[src/logic/pds_consts.vh]
// constants for the processor decode and status block
// assumes inclusion by pds_core.v and by the checker and the bench (the sequencer model does not include it)
`ifndef PDS_CONSTS_VH
`define PDS_CONSTS_VH
// register byte offsets on the axi4-lite slave
`define OFF_CTRL        8'h00
`define OFF_IRQ_STATUS  8'h04
`define OFF_IRQ_ENABLE  8'h08
`define OFF_IRQ_CLEAR   8'h0C
`define OFF_STATE       8'h10
`define OFF_POINTER     8'h14
// reset values
`define RST_STACK_LIMIT 8'h00
`define RST_IRQ_ENABLE  5'h00
`define RST_INSTR       16'h0000
`define RST_STATUS      8'h00
// bus address decode targets (18-bit; scratch is matched on bits 17:4 only)
`define ADDR_STATUS     18'h3FFFE
`define ADDR_STACK_LIM  18'h3FFFC
`define ADDR_SCRATCH    14'h3FFC
`define ADDR_SWITCH     18'h3FF78
// forced micro-address vectors
`define VEC_INIT        9'h001
`define VEC_POWER       9'h002
`define VEC_BUS_ERR     9'h003
`define VEC_OVERFLOW    9'h004
// interrupt status bit positions
`define IRQ_BUS_ERR     0
`define IRQ_RED_ZONE    1
`define IRQ_POWER       2
`define IRQ_INIT        3
`define IRQ_OVERFLOW    4
// axi response codes
`define RESP_OKAY       2'h0
`define RESP_SLVERR     2'h2
`endif

[src/logic/pds_core.v]
// processor decode and status: instruction register, decode, bus address
// decode, stack sensing, pointer drivers, forced micro-address, status word
// assumes a microprogram sequencer on clk_sys and an axi4-lite master
//
// Function
// RQ1 - display shows inverted internal data mux
// RQ2 - decode bus address into four selects
// RQ3 - stack overflow raises overflow stop and flag
// RQ4 - zero data flag when temp register zero
// RQ5 - two buffered copies of micro pointer
// RQ6 - instruction register loads during fetch, holds
// RQ7 - raw instruction bits go to branch, scratch
// RQ8 - decode opcode, format, register into controls
// RQ9 - four events force the micro pointer
// RQ10 - drive set and clear onto pointer bits
// RQ11 - pulse microword load after forcing
// RQ12 - status byte loads from mux or codes
// RQ13 - status gated onto bus or read bus
// RQ14 - status bits go to branch logic
// RQ15 - source and destination register fields
// RQ16 - past pointer captures pointer every clock
// RQ17 - initialise clears status and instruction first
// RQ18 - one forcing event per cycle, fixed priority
`include "pds_consts.vh"
`timescale 1ns/1ps
`default_nettype none
module pds_core #(
  parameter ADDR_W = 8
) (
  input  wire              clk_sys,
  input  wire              rst_n,
  input  wire              clk_en,
  input  wire [15:0]       internal_data_mux,
  input  wire [15:0]       temp_data_reg,
  input  wire [17:0]       bus_addr,
  input  wire              stack_ref,
  input  wire [8:0]        micro_pointer,
  input  wire              ir_load,
  input  wire              status_load_mux,
  input  wire              status_load_cc,
  input  wire [7:0]        cond_code_in,
  input  wire              status_to_bus,
  input  wire              status_to_read,
  input  wire              sys_init,
  input  wire              bus_error,
  input  wire              power_restart,
  input  wire              console_init,
  output reg  [15:0]       data_display,
  output reg               sel_status,
  output reg               sel_stack_limit,
  output reg               sel_scratch,
  output reg               sel_switch,
  output reg               overflow_stop,
  output reg               overflow_flag,
  output reg               zero_data,
  output reg  [8:0]        buffered_micro_pointer,
  output reg  [8:0]        expansion_micro_pointer,
  output reg  [8:0]        past_micro_pointer,
  output reg  [15:0]       instr_reg,
  output reg  [2:0]        src_reg_num,
  output reg  [2:0]        dst_reg_num,
  output reg  [5:0]        ir_branch_bits,
  output reg  [3:0]        alu_func,
  output reg               fmt_double,
  output reg               fmt_single,
  output reg               fmt_branch,
  output reg               src_is_pc,
  output reg               dst_is_pc,
  output reg  [8:0]        forced_set,
  output reg  [8:0]        forced_clr,
  output reg               forced_micro_address,
  output reg               uword_load,
  output reg  [7:0]        proc_status_word,
  output reg  [7:0]        sys_bus_data_lo,
  output reg  [7:0]        reg_read_lo,
  output reg               irq,
  input  wire [ADDR_W-1:0] s_axi_awaddr,
  input  wire              s_axi_awvalid,
  output reg               s_axi_awready,
  input  wire [31:0]       s_axi_wdata,
  input  wire [3:0]        s_axi_wstrb,
  input  wire              s_axi_wvalid,
  output reg               s_axi_wready,
  output reg  [1:0]        s_axi_bresp,
  output reg               s_axi_bvalid,
  input  wire              s_axi_bready,
  input  wire [ADDR_W-1:0] s_axi_araddr,
  input  wire              s_axi_arvalid,
  output reg               s_axi_arready,
  output reg  [31:0]       s_axi_rdata,
  output reg  [1:0]        s_axi_rresp,
  output reg               s_axi_rvalid,
  input  wire              s_axi_rready
);
  localparam ST_IDLE  = 2'd0;
  localparam ST_FORCE = 2'd1;
  localparam ST_LOAD  = 2'd2;
  ////////////////////////////////////////////////////////////////////////////
  // register index match, used for write and read decode
  function is_off(input [ADDR_W-1:0] a, input [7:0] off);
    is_off = (a[7:2] == off[7:2]);
  endfunction
  // true when a 3-bit register field names the program counter
  function reg_is_pc(input [2:0] r);
    reg_is_pc = (r == 3'h7);
  endfunction
  ////////////////////////////////////////////////////////////////////////////
  // reset release and pin synchronisers
  reg [1:0] rst_sync_r;
  wire      rst_s_n = rst_sync_r[1];
  always @(posedge clk_sys or negedge rst_n) begin
    if (!rst_n)
      rst_sync_r <= 2'b00;
    else if (clk_en)
      rst_sync_r <= {rst_sync_r[0], 1'b1};
  end
  reg [1:0] pin_meta_r;
  reg [1:0] pin_sync_r;
  reg [1:0] pin_prev_r;
  genvar gi;
  generate
    for (gi = 0; gi < 2; gi = gi + 1) begin : g_sync
      always @(posedge clk_sys or negedge rst_s_n) begin
        if (!rst_s_n) begin
          pin_meta_r[gi] <= 1'b0;
          pin_sync_r[gi] <= 1'b0;
          pin_prev_r[gi] <= 1'b0;
        end else if (clk_en) begin
          pin_meta_r[gi] <= (gi == 0) ? power_restart : console_init;
          pin_sync_r[gi] <= pin_meta_r[gi];
          pin_prev_r[gi] <= pin_sync_r[gi];
        end
      end
    end
  endgenerate
  wire power_evt = pin_sync_r[0] & ~pin_prev_r[0];
  wire init_evt  = pin_sync_r[1] & ~pin_prev_r[1];
  ////////////////////////////////////////////////////////////////////////////
  // software registers
  reg [7:0] stack_limit_reg;
  reg [4:0] irq_enable_r;
  reg [4:0] irq_status_r;
  // stack sensing and address decode
  wire ovf_zone = stack_ref & (bus_addr[15:8] <= stack_limit_reg);  // [RQ3]
  wire red_zone = stack_ref & (bus_addr[15:8] <  stack_limit_reg);
  always @(posedge clk_sys or negedge rst_s_n) begin
    if (!rst_s_n) begin
      data_display    <= 16'h0000;
      {sel_status, sel_stack_limit, sel_scratch, sel_switch} <= 4'h0;
      {overflow_stop, overflow_flag, zero_data} <= 3'h0;
    end else if (clk_en) begin
      data_display    <= ~internal_data_mux;                      // [RQ1]
      sel_status      <= (bus_addr == `ADDR_STATUS);              // [RQ2]
      sel_stack_limit <= (bus_addr == `ADDR_STACK_LIM);           // [RQ2]
      sel_scratch     <= (bus_addr[17:4] == `ADDR_SCRATCH);       // [RQ2]
      sel_switch      <= (bus_addr == `ADDR_SWITCH);              // [RQ2]
      overflow_stop   <= ovf_zone;                                // [RQ3]
      overflow_flag   <= ovf_zone;                                // [RQ3]
      zero_data       <= (temp_data_reg == 16'h0000);             // [RQ4]
    end
  end
  ////////////////////////////////////////////////////////////////////////////
  // pointer drivers and history
  always @(posedge clk_sys or negedge rst_s_n) begin
    if (!rst_s_n) begin
      {buffered_micro_pointer, expansion_micro_pointer, past_micro_pointer} <= 27'h0000000;
    end else if (clk_en) begin
      buffered_micro_pointer  <= micro_pointer;                   // [RQ5]
      expansion_micro_pointer <= micro_pointer;                   // [RQ5]
      past_micro_pointer      <= micro_pointer;                   // [RQ16]
    end
  end
  ////////////////////////////////////////////////////////////////////////////
  // instruction register, status word and decode
  wire init_any = sys_init | init_evt;
  wire [15:0] ir_src = instr_reg;
  always @(posedge clk_sys or negedge rst_s_n) begin
    if (!rst_s_n) begin
      {instr_reg, proc_status_word} <= {`RST_INSTR, `RST_STATUS};
    end else if (clk_en) begin
      if (init_any) begin
        {instr_reg, proc_status_word} <= {`RST_INSTR, `RST_STATUS}; // [RQ17]
      end else begin
        if (ir_load)
          instr_reg <= internal_data_mux;                         // [RQ6]
        if (status_load_mux)
          proc_status_word <= internal_data_mux[7:0];             // [RQ12]
        else if (status_load_cc)
          proc_status_word <= cond_code_in;                       // [RQ12]
      end
    end
  end
  always @(posedge clk_sys or negedge rst_s_n) begin
    if (!rst_s_n) begin
      {src_reg_num, dst_reg_num, ir_branch_bits, alu_func} <= 16'h0000;
      {fmt_double, fmt_single, fmt_branch, src_is_pc, dst_is_pc} <= 5'h00;
      {sys_bus_data_lo, reg_read_lo} <= 16'h0000;
    end else if (clk_en) begin
      src_reg_num     <= ir_src[8:6];                             // [RQ15] [RQ7]
      dst_reg_num     <= ir_src[2:0];                             // [RQ15] [RQ7]
      ir_branch_bits  <= {ir_src[15], ir_src[11:9], ir_src[5:4]}; // [RQ7]
      alu_func        <= ir_src[15:12];                           // [RQ8]
      fmt_double      <= (ir_src[14:12] != 3'h0) && (ir_src[14:12] != 3'h7);
      fmt_single      <= (ir_src[14:11] == 4'h1);                 // [RQ8]
      fmt_branch      <= (ir_src[14:11] == 4'h0) && (ir_src[10:8] != 3'h0);
      src_is_pc       <= reg_is_pc(ir_src[8:6]);                  // [RQ8]
      dst_is_pc       <= reg_is_pc(ir_src[2:0]);                  // [RQ8]
      sys_bus_data_lo <= status_to_bus ? proc_status_word : 8'h00;  // [RQ13]
      reg_read_lo     <= status_to_read ? proc_status_word : 8'h00; // [RQ13]
    end
  end
  ////////////////////////////////////////////////////////////////////////////
  // forced micro-address sequencing
  reg [3:0] pend_r;
  reg [1:0] state_r;
  reg [3:0] grant;
  reg [8:0] vec;
  wire [3:0] raise = {red_zone, bus_error, power_evt, init_evt};  // [RQ9]
  always @* begin
    grant = 4'h0;
    vec   = `VEC_INIT;
    if (pend_r[0]) begin
      grant = 4'h1;
      vec   = `VEC_INIT;                                          // [RQ18]
    end else if (pend_r[1]) begin
      grant = 4'h2;
      vec   = `VEC_POWER;
    end else if (pend_r[2]) begin
      grant = 4'h4;
      vec   = `VEC_BUS_ERR;
    end else if (pend_r[3]) begin
      grant = 4'h8;
      vec   = `VEC_OVERFLOW;
    end
  end
  wire [3:0] taken = (state_r == ST_IDLE) ? grant : 4'h0;
  always @(posedge clk_sys or negedge rst_s_n) begin
    if (!rst_s_n) begin
      pend_r               <= 4'h0;
      state_r              <= ST_IDLE;
      {forced_set, forced_clr} <= 18'h00000;
      {forced_micro_address, uword_load} <= 2'h0;
    end else if (clk_en) begin
      pend_r <= (pend_r & ~taken) | raise;                        // [RQ9]
      case (state_r)
        ST_IDLE: begin
          uword_load <= 1'b0;
          if (grant != 4'h0) begin
            forced_set           <= vec;                          // [RQ10]
            forced_clr           <= ~vec;                         // [RQ10]
            forced_micro_address <= 1'b1;
            state_r              <= ST_FORCE;
          end
        end
        ST_FORCE: begin
          {forced_set, forced_clr} <= 18'h00000;
          forced_micro_address <= 1'b0;
          uword_load           <= 1'b1;                           // [RQ11]
          state_r              <= ST_LOAD;
        end
        ST_LOAD: begin
          uword_load <= 1'b0;
          state_r    <= ST_IDLE;
        end
        default: begin
          state_r <= ST_IDLE;
        end
      endcase
    end
  end
  ////////////////////////////////////////////////////////////////////////////
  // axi4-lite slave
  reg              aw_got_r;
  reg              w_got_r;
  reg [ADDR_W-1:0] aw_addr_r;
  reg [31:0]       w_data_r;
  reg [3:0]        w_strb_r;
  wire aw_fire = s_axi_awvalid & s_axi_awready;
  wire w_fire  = s_axi_wvalid & s_axi_wready;
  wire wr_go   = aw_got_r & w_got_r & ~s_axi_bvalid;
  wire wr_ctrl = wr_go & is_off(aw_addr_r, `OFF_CTRL);
  wire wr_en   = wr_go & is_off(aw_addr_r, `OFF_IRQ_ENABLE);
  wire wr_clr  = wr_go & is_off(aw_addr_r, `OFF_IRQ_CLEAR) & w_strb_r[0];
  wire wr_ok   = is_off(aw_addr_r, `OFF_CTRL) | is_off(aw_addr_r, `OFF_IRQ_ENABLE) |
                 is_off(aw_addr_r, `OFF_IRQ_CLEAR);
  wire [4:0] clr_bits = wr_clr ? w_data_r[4:0] : 5'h00;
  wire [4:0] evt_bits = {ovf_zone, init_evt, power_evt, red_zone, bus_error};
  always @(posedge clk_sys or negedge rst_s_n) begin
    if (!rst_s_n) begin
      {aw_got_r, w_got_r} <= 2'h0;
      aw_addr_r       <= {ADDR_W{1'b0}};
      w_data_r        <= 32'h00000000;
      w_strb_r        <= 4'h0;
      {s_axi_awready, s_axi_wready} <= 2'h3;
      s_axi_bvalid    <= 1'b0;
      s_axi_bresp     <= `RESP_OKAY;
      stack_limit_reg <= `RST_STACK_LIMIT;
      irq_enable_r    <= `RST_IRQ_ENABLE;
      irq_status_r    <= 5'h00;
      irq             <= 1'b0;
    end else if (clk_en) begin
      if (aw_fire) begin
        aw_got_r      <= 1'b1;
        aw_addr_r     <= s_axi_awaddr;
        s_axi_awready <= 1'b0;
      end
      if (w_fire) begin
        w_got_r      <= 1'b1;
        w_data_r     <= s_axi_wdata;
        w_strb_r     <= s_axi_wstrb;
        s_axi_wready <= 1'b0;
      end
      if (wr_go) begin
        s_axi_bvalid <= 1'b1;
        s_axi_bresp  <= wr_ok ? `RESP_OKAY : `RESP_SLVERR;
        {aw_got_r, w_got_r} <= 2'h0;
      end
      if (s_axi_bvalid & s_axi_bready) begin
        s_axi_bvalid  <= 1'b0;
        {s_axi_awready, s_axi_wready} <= 2'h3;
      end
      if (wr_ctrl & w_strb_r[0])
        stack_limit_reg <= w_data_r[7:0];
      if (wr_en & w_strb_r[0])
        irq_enable_r <= w_data_r[4:0];
      // a new event wins over a clear in the same cycle
      irq_status_r <= (irq_status_r & ~clr_bits) | evt_bits;
      irq          <= |(irq_status_r & irq_enable_r);
    end
  end
  reg [31:0] rd_word;
  always @* begin
    rd_word = 32'h00000000;
    if (is_off(s_axi_araddr, `OFF_CTRL))
      rd_word = {24'h000000, stack_limit_reg};
    else if (is_off(s_axi_araddr, `OFF_IRQ_STATUS))
      rd_word = {27'h0000000, irq_status_r};
    else if (is_off(s_axi_araddr, `OFF_IRQ_ENABLE))
      rd_word = {27'h0000000, irq_enable_r};
    else if (is_off(s_axi_araddr, `OFF_STATE))
      rd_word = {instr_reg, proc_status_word, 6'h00, state_r};    // [RQ14]
    else if (is_off(s_axi_araddr, `OFF_POINTER))
      rd_word = {7'h00, past_micro_pointer, 12'h000, pend_r};
  end
  wire rd_ok = is_off(s_axi_araddr, `OFF_CTRL) | is_off(s_axi_araddr, `OFF_IRQ_STATUS) |
               is_off(s_axi_araddr, `OFF_IRQ_ENABLE) | is_off(s_axi_araddr, `OFF_STATE) |
               is_off(s_axi_araddr, `OFF_POINTER);
  always @(posedge clk_sys or negedge rst_s_n) begin
    if (!rst_s_n) begin
      s_axi_arready <= 1'b1;
      s_axi_rvalid  <= 1'b0;
      s_axi_rdata   <= 32'h00000000;
      s_axi_rresp   <= `RESP_OKAY;
    end else if (clk_en) begin
      if (s_axi_arvalid & s_axi_arready) begin
        s_axi_arready <= 1'b0;
        s_axi_rvalid  <= 1'b1;
        s_axi_rdata   <= rd_word;
        s_axi_rresp   <= rd_ok ? `RESP_OKAY : `RESP_SLVERR;
      end else if (s_axi_rvalid & s_axi_rready) begin
        s_axi_rvalid  <= 1'b0;
        s_axi_arready <= 1'b1;
      end
    end
  end
endmodule // pds_core
`default_nettype wire

[config.mk]
export PLATFORM = sky130hd
export DESIGN_NAME = pds_core
export DESIGN_NICKNAME = d
export VERILOG_FILES = /design/src/logic/pds_core.v
export VERILOG_INCLUDE_DIRS = /design/src /design/src/logic
export SDC_FILE = /design/constraint.sdc
export NUM_CORES = 1
export LEC_CHECK = 0
export BUFFER_PORTS_ARGS = -buffer_cell sky130_fd_sc_hd__buf_2
export CAP_MARGIN = 20
export CORE_MARGIN = 3
export CORE_UTILIZATION = 45
export DETAILED_ROUTE_END_ITERATION = 7
export GPL_ROUTABILITY_DRIVEN = 0
export HOLD_SLACK_MARGIN = 0.03
export PLACE_DENSITY = 0.77
export RECOVER_POWER = 25
export SLEW_MARGIN = 20
export SYNTH_ARGS = -nofsm -noshare
export SYNTH_HDL_FRONTEND = slang
export SYNTH_SLANG_ARGS = --single-unit
[constraint.sdc]
create_clock -name clk_sys -period 5.1 [get_ports clk_sys]
set_input_delay 0.51 -clock clk_sys [delete_from_list [all_inputs] [get_ports clk_sys]]
set_output_delay 0.51 -clock clk_sys [all_outputs]
set_load 0.05 [all_outputs]
After elaboration in Yosys (flattened, before gate mapping)

Cells that the tools add are included.
W data, S select, Z words.

Flip-flop bits (word level): 205
Input bits: 137
Output and inout port bits: 173
Word-level logic and storage cells: 192

$lt $le $gt $ge: 2
Eq/ne operators: 17
Mux-type cells: 47
Bitwise gates (word level): 36
Reductions and logical operators: 39

Operators with widths:

| cell                   | number |
|---|---|
| $mux W32               | 4 |
| $eq A18 B18 Y1 const B | 3 |
| $mux W8                | 5 |
| $pmux W9 S2            | 2 |
| $mux W16               | 2 |
| $reduce_and A2 Y1      | 16 |
| $mux W25               | 1 |
| $mux W4                | 5 |
| $eq A6 B2 Y1 const B   | 3 |
| $mux W9                | 2 |
| $reduce_bool A2 Y1     | 9 |
| $and A1 B1 Y1          | 17 |
| $logic_not A16 Y1      | 1 |
| $not A16 Y16           | 1 |
| $mux W1                | 15 |
| $eq A14 B14 Y1 const B | 1 |
| $eq A6 B3 Y1 const B   | 2 |
| $logic_not A6 Y1       | 2 |
| $mux W3                | 4 |
| $and A5 B5 Y5          | 2 |
| $not A9 Y9             | 1 |
| $reduce_bool A3 Y1     | 3 |
| $le A8 B8 Y1           | 1 |
| $lt A8 B8 Y1           | 1 |
| 25 further kinds       | 38 |

Depth between registers and ports, before layout

Word-level depth: 8
Mapped depth: 8
Gate-level depth less buffers: 7

Worst setup path before layout

No wires, ideal clock.

Path kind: flip-flop to flip-flop
From: reg rst_sync_r[1] (netlist name)
To: reg rst_sync_r[1]
Setup time: 0.096 ns
Arrival: 4.936 ns
Data required time: 5.004 ns
Setup slack: 0.068 ns
Stages on the path, launching flop included: 2
Buffers on the path: 0
Clock period less this slack: 5.032 ns
Path through: dfrtp_1 mux2_2

RTL lines:

| item                 | RTL line       | RTL |
|---|---|---|
| end signal, assigned | pds_core.v:115 | `rst_sync_r <= {rst_sync_r[0], 1'b1};` |
| end, declared        | pds_core.v:109 | `reg [1:0] rst_sync_r;` |

Worst setup path after layout

From: in clk_en
To: reg s_axi_rdata[9]

Longest elaborated chain between the ends: 1

RTL lines:

| item                               | RTL line       | RTL |
|---|---|---|
| start, declared                    | pds_core.v:32  | `input wire clk_en,` |
| $reduce_and A2 Y1 (no source line) | n/a            |  |
| end signal, assigned               | pds_core.v:358 | `s_axi_rdata <= rd_word;` |
| end, declared                      | pds_core.v:90  | `output reg [31:0] s_axi_rdata,` |

Every way passes these cells.
A chain may end at the register's enable or synchronous reset.

==> results.tsv <==
stage	metric	value	unit
cts	PostCTS Resize Cnt	0	
global_routing	Tot GR Track Use	0.209	
global_routing	vias in the first global route	6336	
detailed_routing	drt pass-1 iters	4	
cts	Clock Tree Buf Depth	2	
logic_synthesis	ranking of synthesized cells by area	dfrtp_1 56%, mux2_2 6.8%, mux2i_1 4.3%	
flow_run	MaxCap Viol Count	2	
cts	clk root buf	clkbuf_16	
logic_synthesis	Syn Area/Cell	11.4	um^2
layout	fin nets	1098	
sta	# setup viols final	0	
logic_synthesis	flops & latches, synth	188	
die	row count	48	
placed_design	post-DP HPWL	15000	um
critical_path	worst-path cell chain	buf_4 -> nand3_2 -> clkbuf_1 -> nor3_4 -> a22o_1	
cts	CTS Sinks	188	
cts	CTS buffer count	17	
critical_path	Critical Path AT	3.55	ns
worst_hold_path	HP Class	register to async pin	
die	Initial Utilization	0.468	
logic_synthesis	Syn. warnings	0	
logic_synthesis	Synth cell types	57	
critical_path	Crit. End Element	register	
sta	clock skew	0.0179	ns
power_and_ir_drop	PD cells	435	mW/mm^2
power_and_ir_drop	maximum vdd drop	0.356	mV
detailed_routing	DRT antenna net count	0	
cts	CTS tree	yes	
detailed_routing	WL per Instance	17.4	um
power_and_ir_drop	static leakage	5.16	nW
logic_synthesis	Netlist Area Pre-Place	0.00823	mm^2
detailed_routing	Initial DRC Count	264	
sta	post-route clock period utilization	0.637	
logic_synthesis	Top FF cell, synth	dfrtp_1	
logic_synthesis	Synth area leader	dfrtp_1	
placed_design	I/O Buffers	270	
detailed_routing	vias per cell	5.18	
cts	Worst-path clk slew	0.07	ns
logic_synthesis	Simple-Gate Fraction of Synth Area	0.0981	
sta	Slew Limit Fails	133	
sta	Setup TNS Final	0	ns
critical_path	CP peak stage delay	1.82	ns
outcome	failing checks	capacitance limit, slew limit	
logic_synthesis	Post-synth ARST share	1.00	
sta	endpoints failing hold	0	
detailed_routing	Via Count	6175	
layout	fin area	0.0101	mm^2
logic_synthesis	synthesized-area fraction occupied by adder cells	0.0122	
layout	Largest register FFs	32	
critical_path	Setup CP Type	input pin to register	
layout	diode count	0	
detailed_routing	DRC violations left	0	
layout	share of layout cells above drive strength 1	0.384	
sta	Hold WS	0.210	ns
layout	Core Util, Final	0.573	
placed_design	DP Area	0.00950	mm^2
sta	fmax	0.308	GHz
cts	H-Tree Level Count	4	
global_routing	initial antenna violation count	0	
die	Die Height	141	um
outcome	outcome	finished, violations left	
logic_synthesis	sequential area share after synthesis	0.572	
sta	Max-slew headroom	-0.698	
sta	minimum clock period	3.25	ns
die	core box area	0.0176	mm^2
logic_synthesis	Synth Area in Compound Gates	0.124	
die	IO Pins	310	
logic_synthesis	largest family of logic cells by synthesized area	compound AO/OA/AOI/OAI gates	
logic_synthesis	Syn Inst Count	720	
cts	latest clock arrival within the worst-skew pair	0.43	ns
logic_synthesis	post-synthesis xor/xnor area fraction	0	
critical_path	Startpoint Class	input pin	
critical_path	Critical Path RT	5.40	ns
global_routing	first-pass GRT wire length	33200	um
die	die area	0.0199	mm^2
logic_synthesis	mux cell area share after synthesis	0.112	
layout	commonest non-fill, non-tap cell in the layout	buf_2	
die	Chip Width	141	um
detailed_routing	WL final	20700	um
critical_path	slowest CP cell	clkbuf_1	
logic_synthesis	Post-synth EDFFs	0	
critical_path	crit-path max FO	72	
layout	area delta synth->final	22.6	%
global_routing	grt total ovfl	0	
logic_synthesis	Synth top area share	0.563	
layout	most frequent cells in the layout	268 x buf_2, 185 x dfrtp_1, 62 x inv_1, 58 x nand2_1, 50 x mux2_2	
global_routing	largest net degree at the start of global routing	80	
sta	actual slew at the worst max-slew pin	2.55	ns
sta	RSZ-0062 raised after global routing	no	
==> stage by stage <==
step / std cells / total power, mW / worst slack (ns)
floorplan: 727 / 2.86 / 1.99
global placement: 1158 / 3.08 / 2.30
detailed placement: 1158 / 3.12 / 2.24
CTS: 1191 / 4.44 / 2.70
global route: 1191 / 4.61 / 1.53
finish: 1191 / 4.39 / 1.85
==> synth_stat cells, types with 3 or more instances <==
cell and number:
nand4_1 9, buf_2 16, mux2i_1 35, nand2b_1 4
a21o_1 5, a32o_1 3, buf_4 39, nand3b_1 3
mux2_2 50, o21ai_0 47, nand3_1 31, or3_1 5
ha_1 8, o22ai_1 6, inv_1 62, dfrtp_1 185
a21oi_1 16, nor2_1 19, dfstp_2 3, nor2b_1 6
nand2_1 58, o31ai_1 23, clkbuf_1 12, a22o_1 32
nor3_1 3
==> cell type report <==
cell class	instances	area, um^2
Sequential cell	188	4710
Clock inverter	15	164
Fill cell	1508	7510
Inverter	62	233
Clock buffer	17	425
Multi-Input combinational cell	408	2890
Timing Repair Buffer	276	1390
Tap cell	225	282
==> cells by family (layout without fill, tap and decap cells) <==
| family | Yosys count | in the layout |
|---|---|---|
| simple gates | 157 | 157 |
| flops | 188 | 188 |
| other cells | 1 | 8 |
| mux | 86 | 86 |
| buf+inv | 131 | 370 |
| compound gates | 149 | 149 |
| fa+ha+maj | 8 | 8 |
==> critical path, delay by kind of cell <==
| kind | cells | cell delay, ns |
|---|---|---|
| buffers and inverters | 2 | 2.16 |
| and+or+nand+nor | 2 | 0.51 |
| AOI/OAI and AO/OA | 1 | 0.33 |
==> per-layer routing <==
| layer | vias up | GRT usage | wire length (um) |
|---|---|---|---|
| met5 | - | 0 | 0 |
| met4 | 0 | 0.0648 | 389 |
| met3 | 23 | 0.0621 | 1390 |
| met2 | 212 | 0.347 | 10200 |
| met1 | 2985 | 0.266 | 8810 |
| li1 | 2955 | - | - |
==> worst paths after layout <==
kind | from | cells past startpoint | end | slack (ns)
setup / recovery | clk_en | 5 | s_axi_rdata[9] | 1.85
hold / removal | rst_sync_r[1] | 0 | sel_status | 0.21
setup reg to reg | s_axi_arready | 4 | s_axi_rdata[9] | 2.03
hold reg to reg | rst_sync_r[1] | 0 | sel_status | 0.21
max in group asynchronous | rst_sync_r[1] | 2 | s_axi_rdata[17] | 2.51
min in group clk_sys | internal_data_mux[13] | 2 | data_display[13] | 0.26
==> what timing repair did <==
action,CTS,global route
setup buffers,0,0
hold buffers,1,0
endpoints found under the hold margin,2,0
==> power by group <==
group	internal (mW)	total [mW]	leakage [nW]	switching, mW
registers	1.72	1.93	2.29	0.207
logic	0.332	1.15	2.58	0.817
clock network	0.662	1.31	0.290	0.651
total	2.72	4.39	5.16	1.67
No activity file was read; power rests on OpenSTA's default activity.
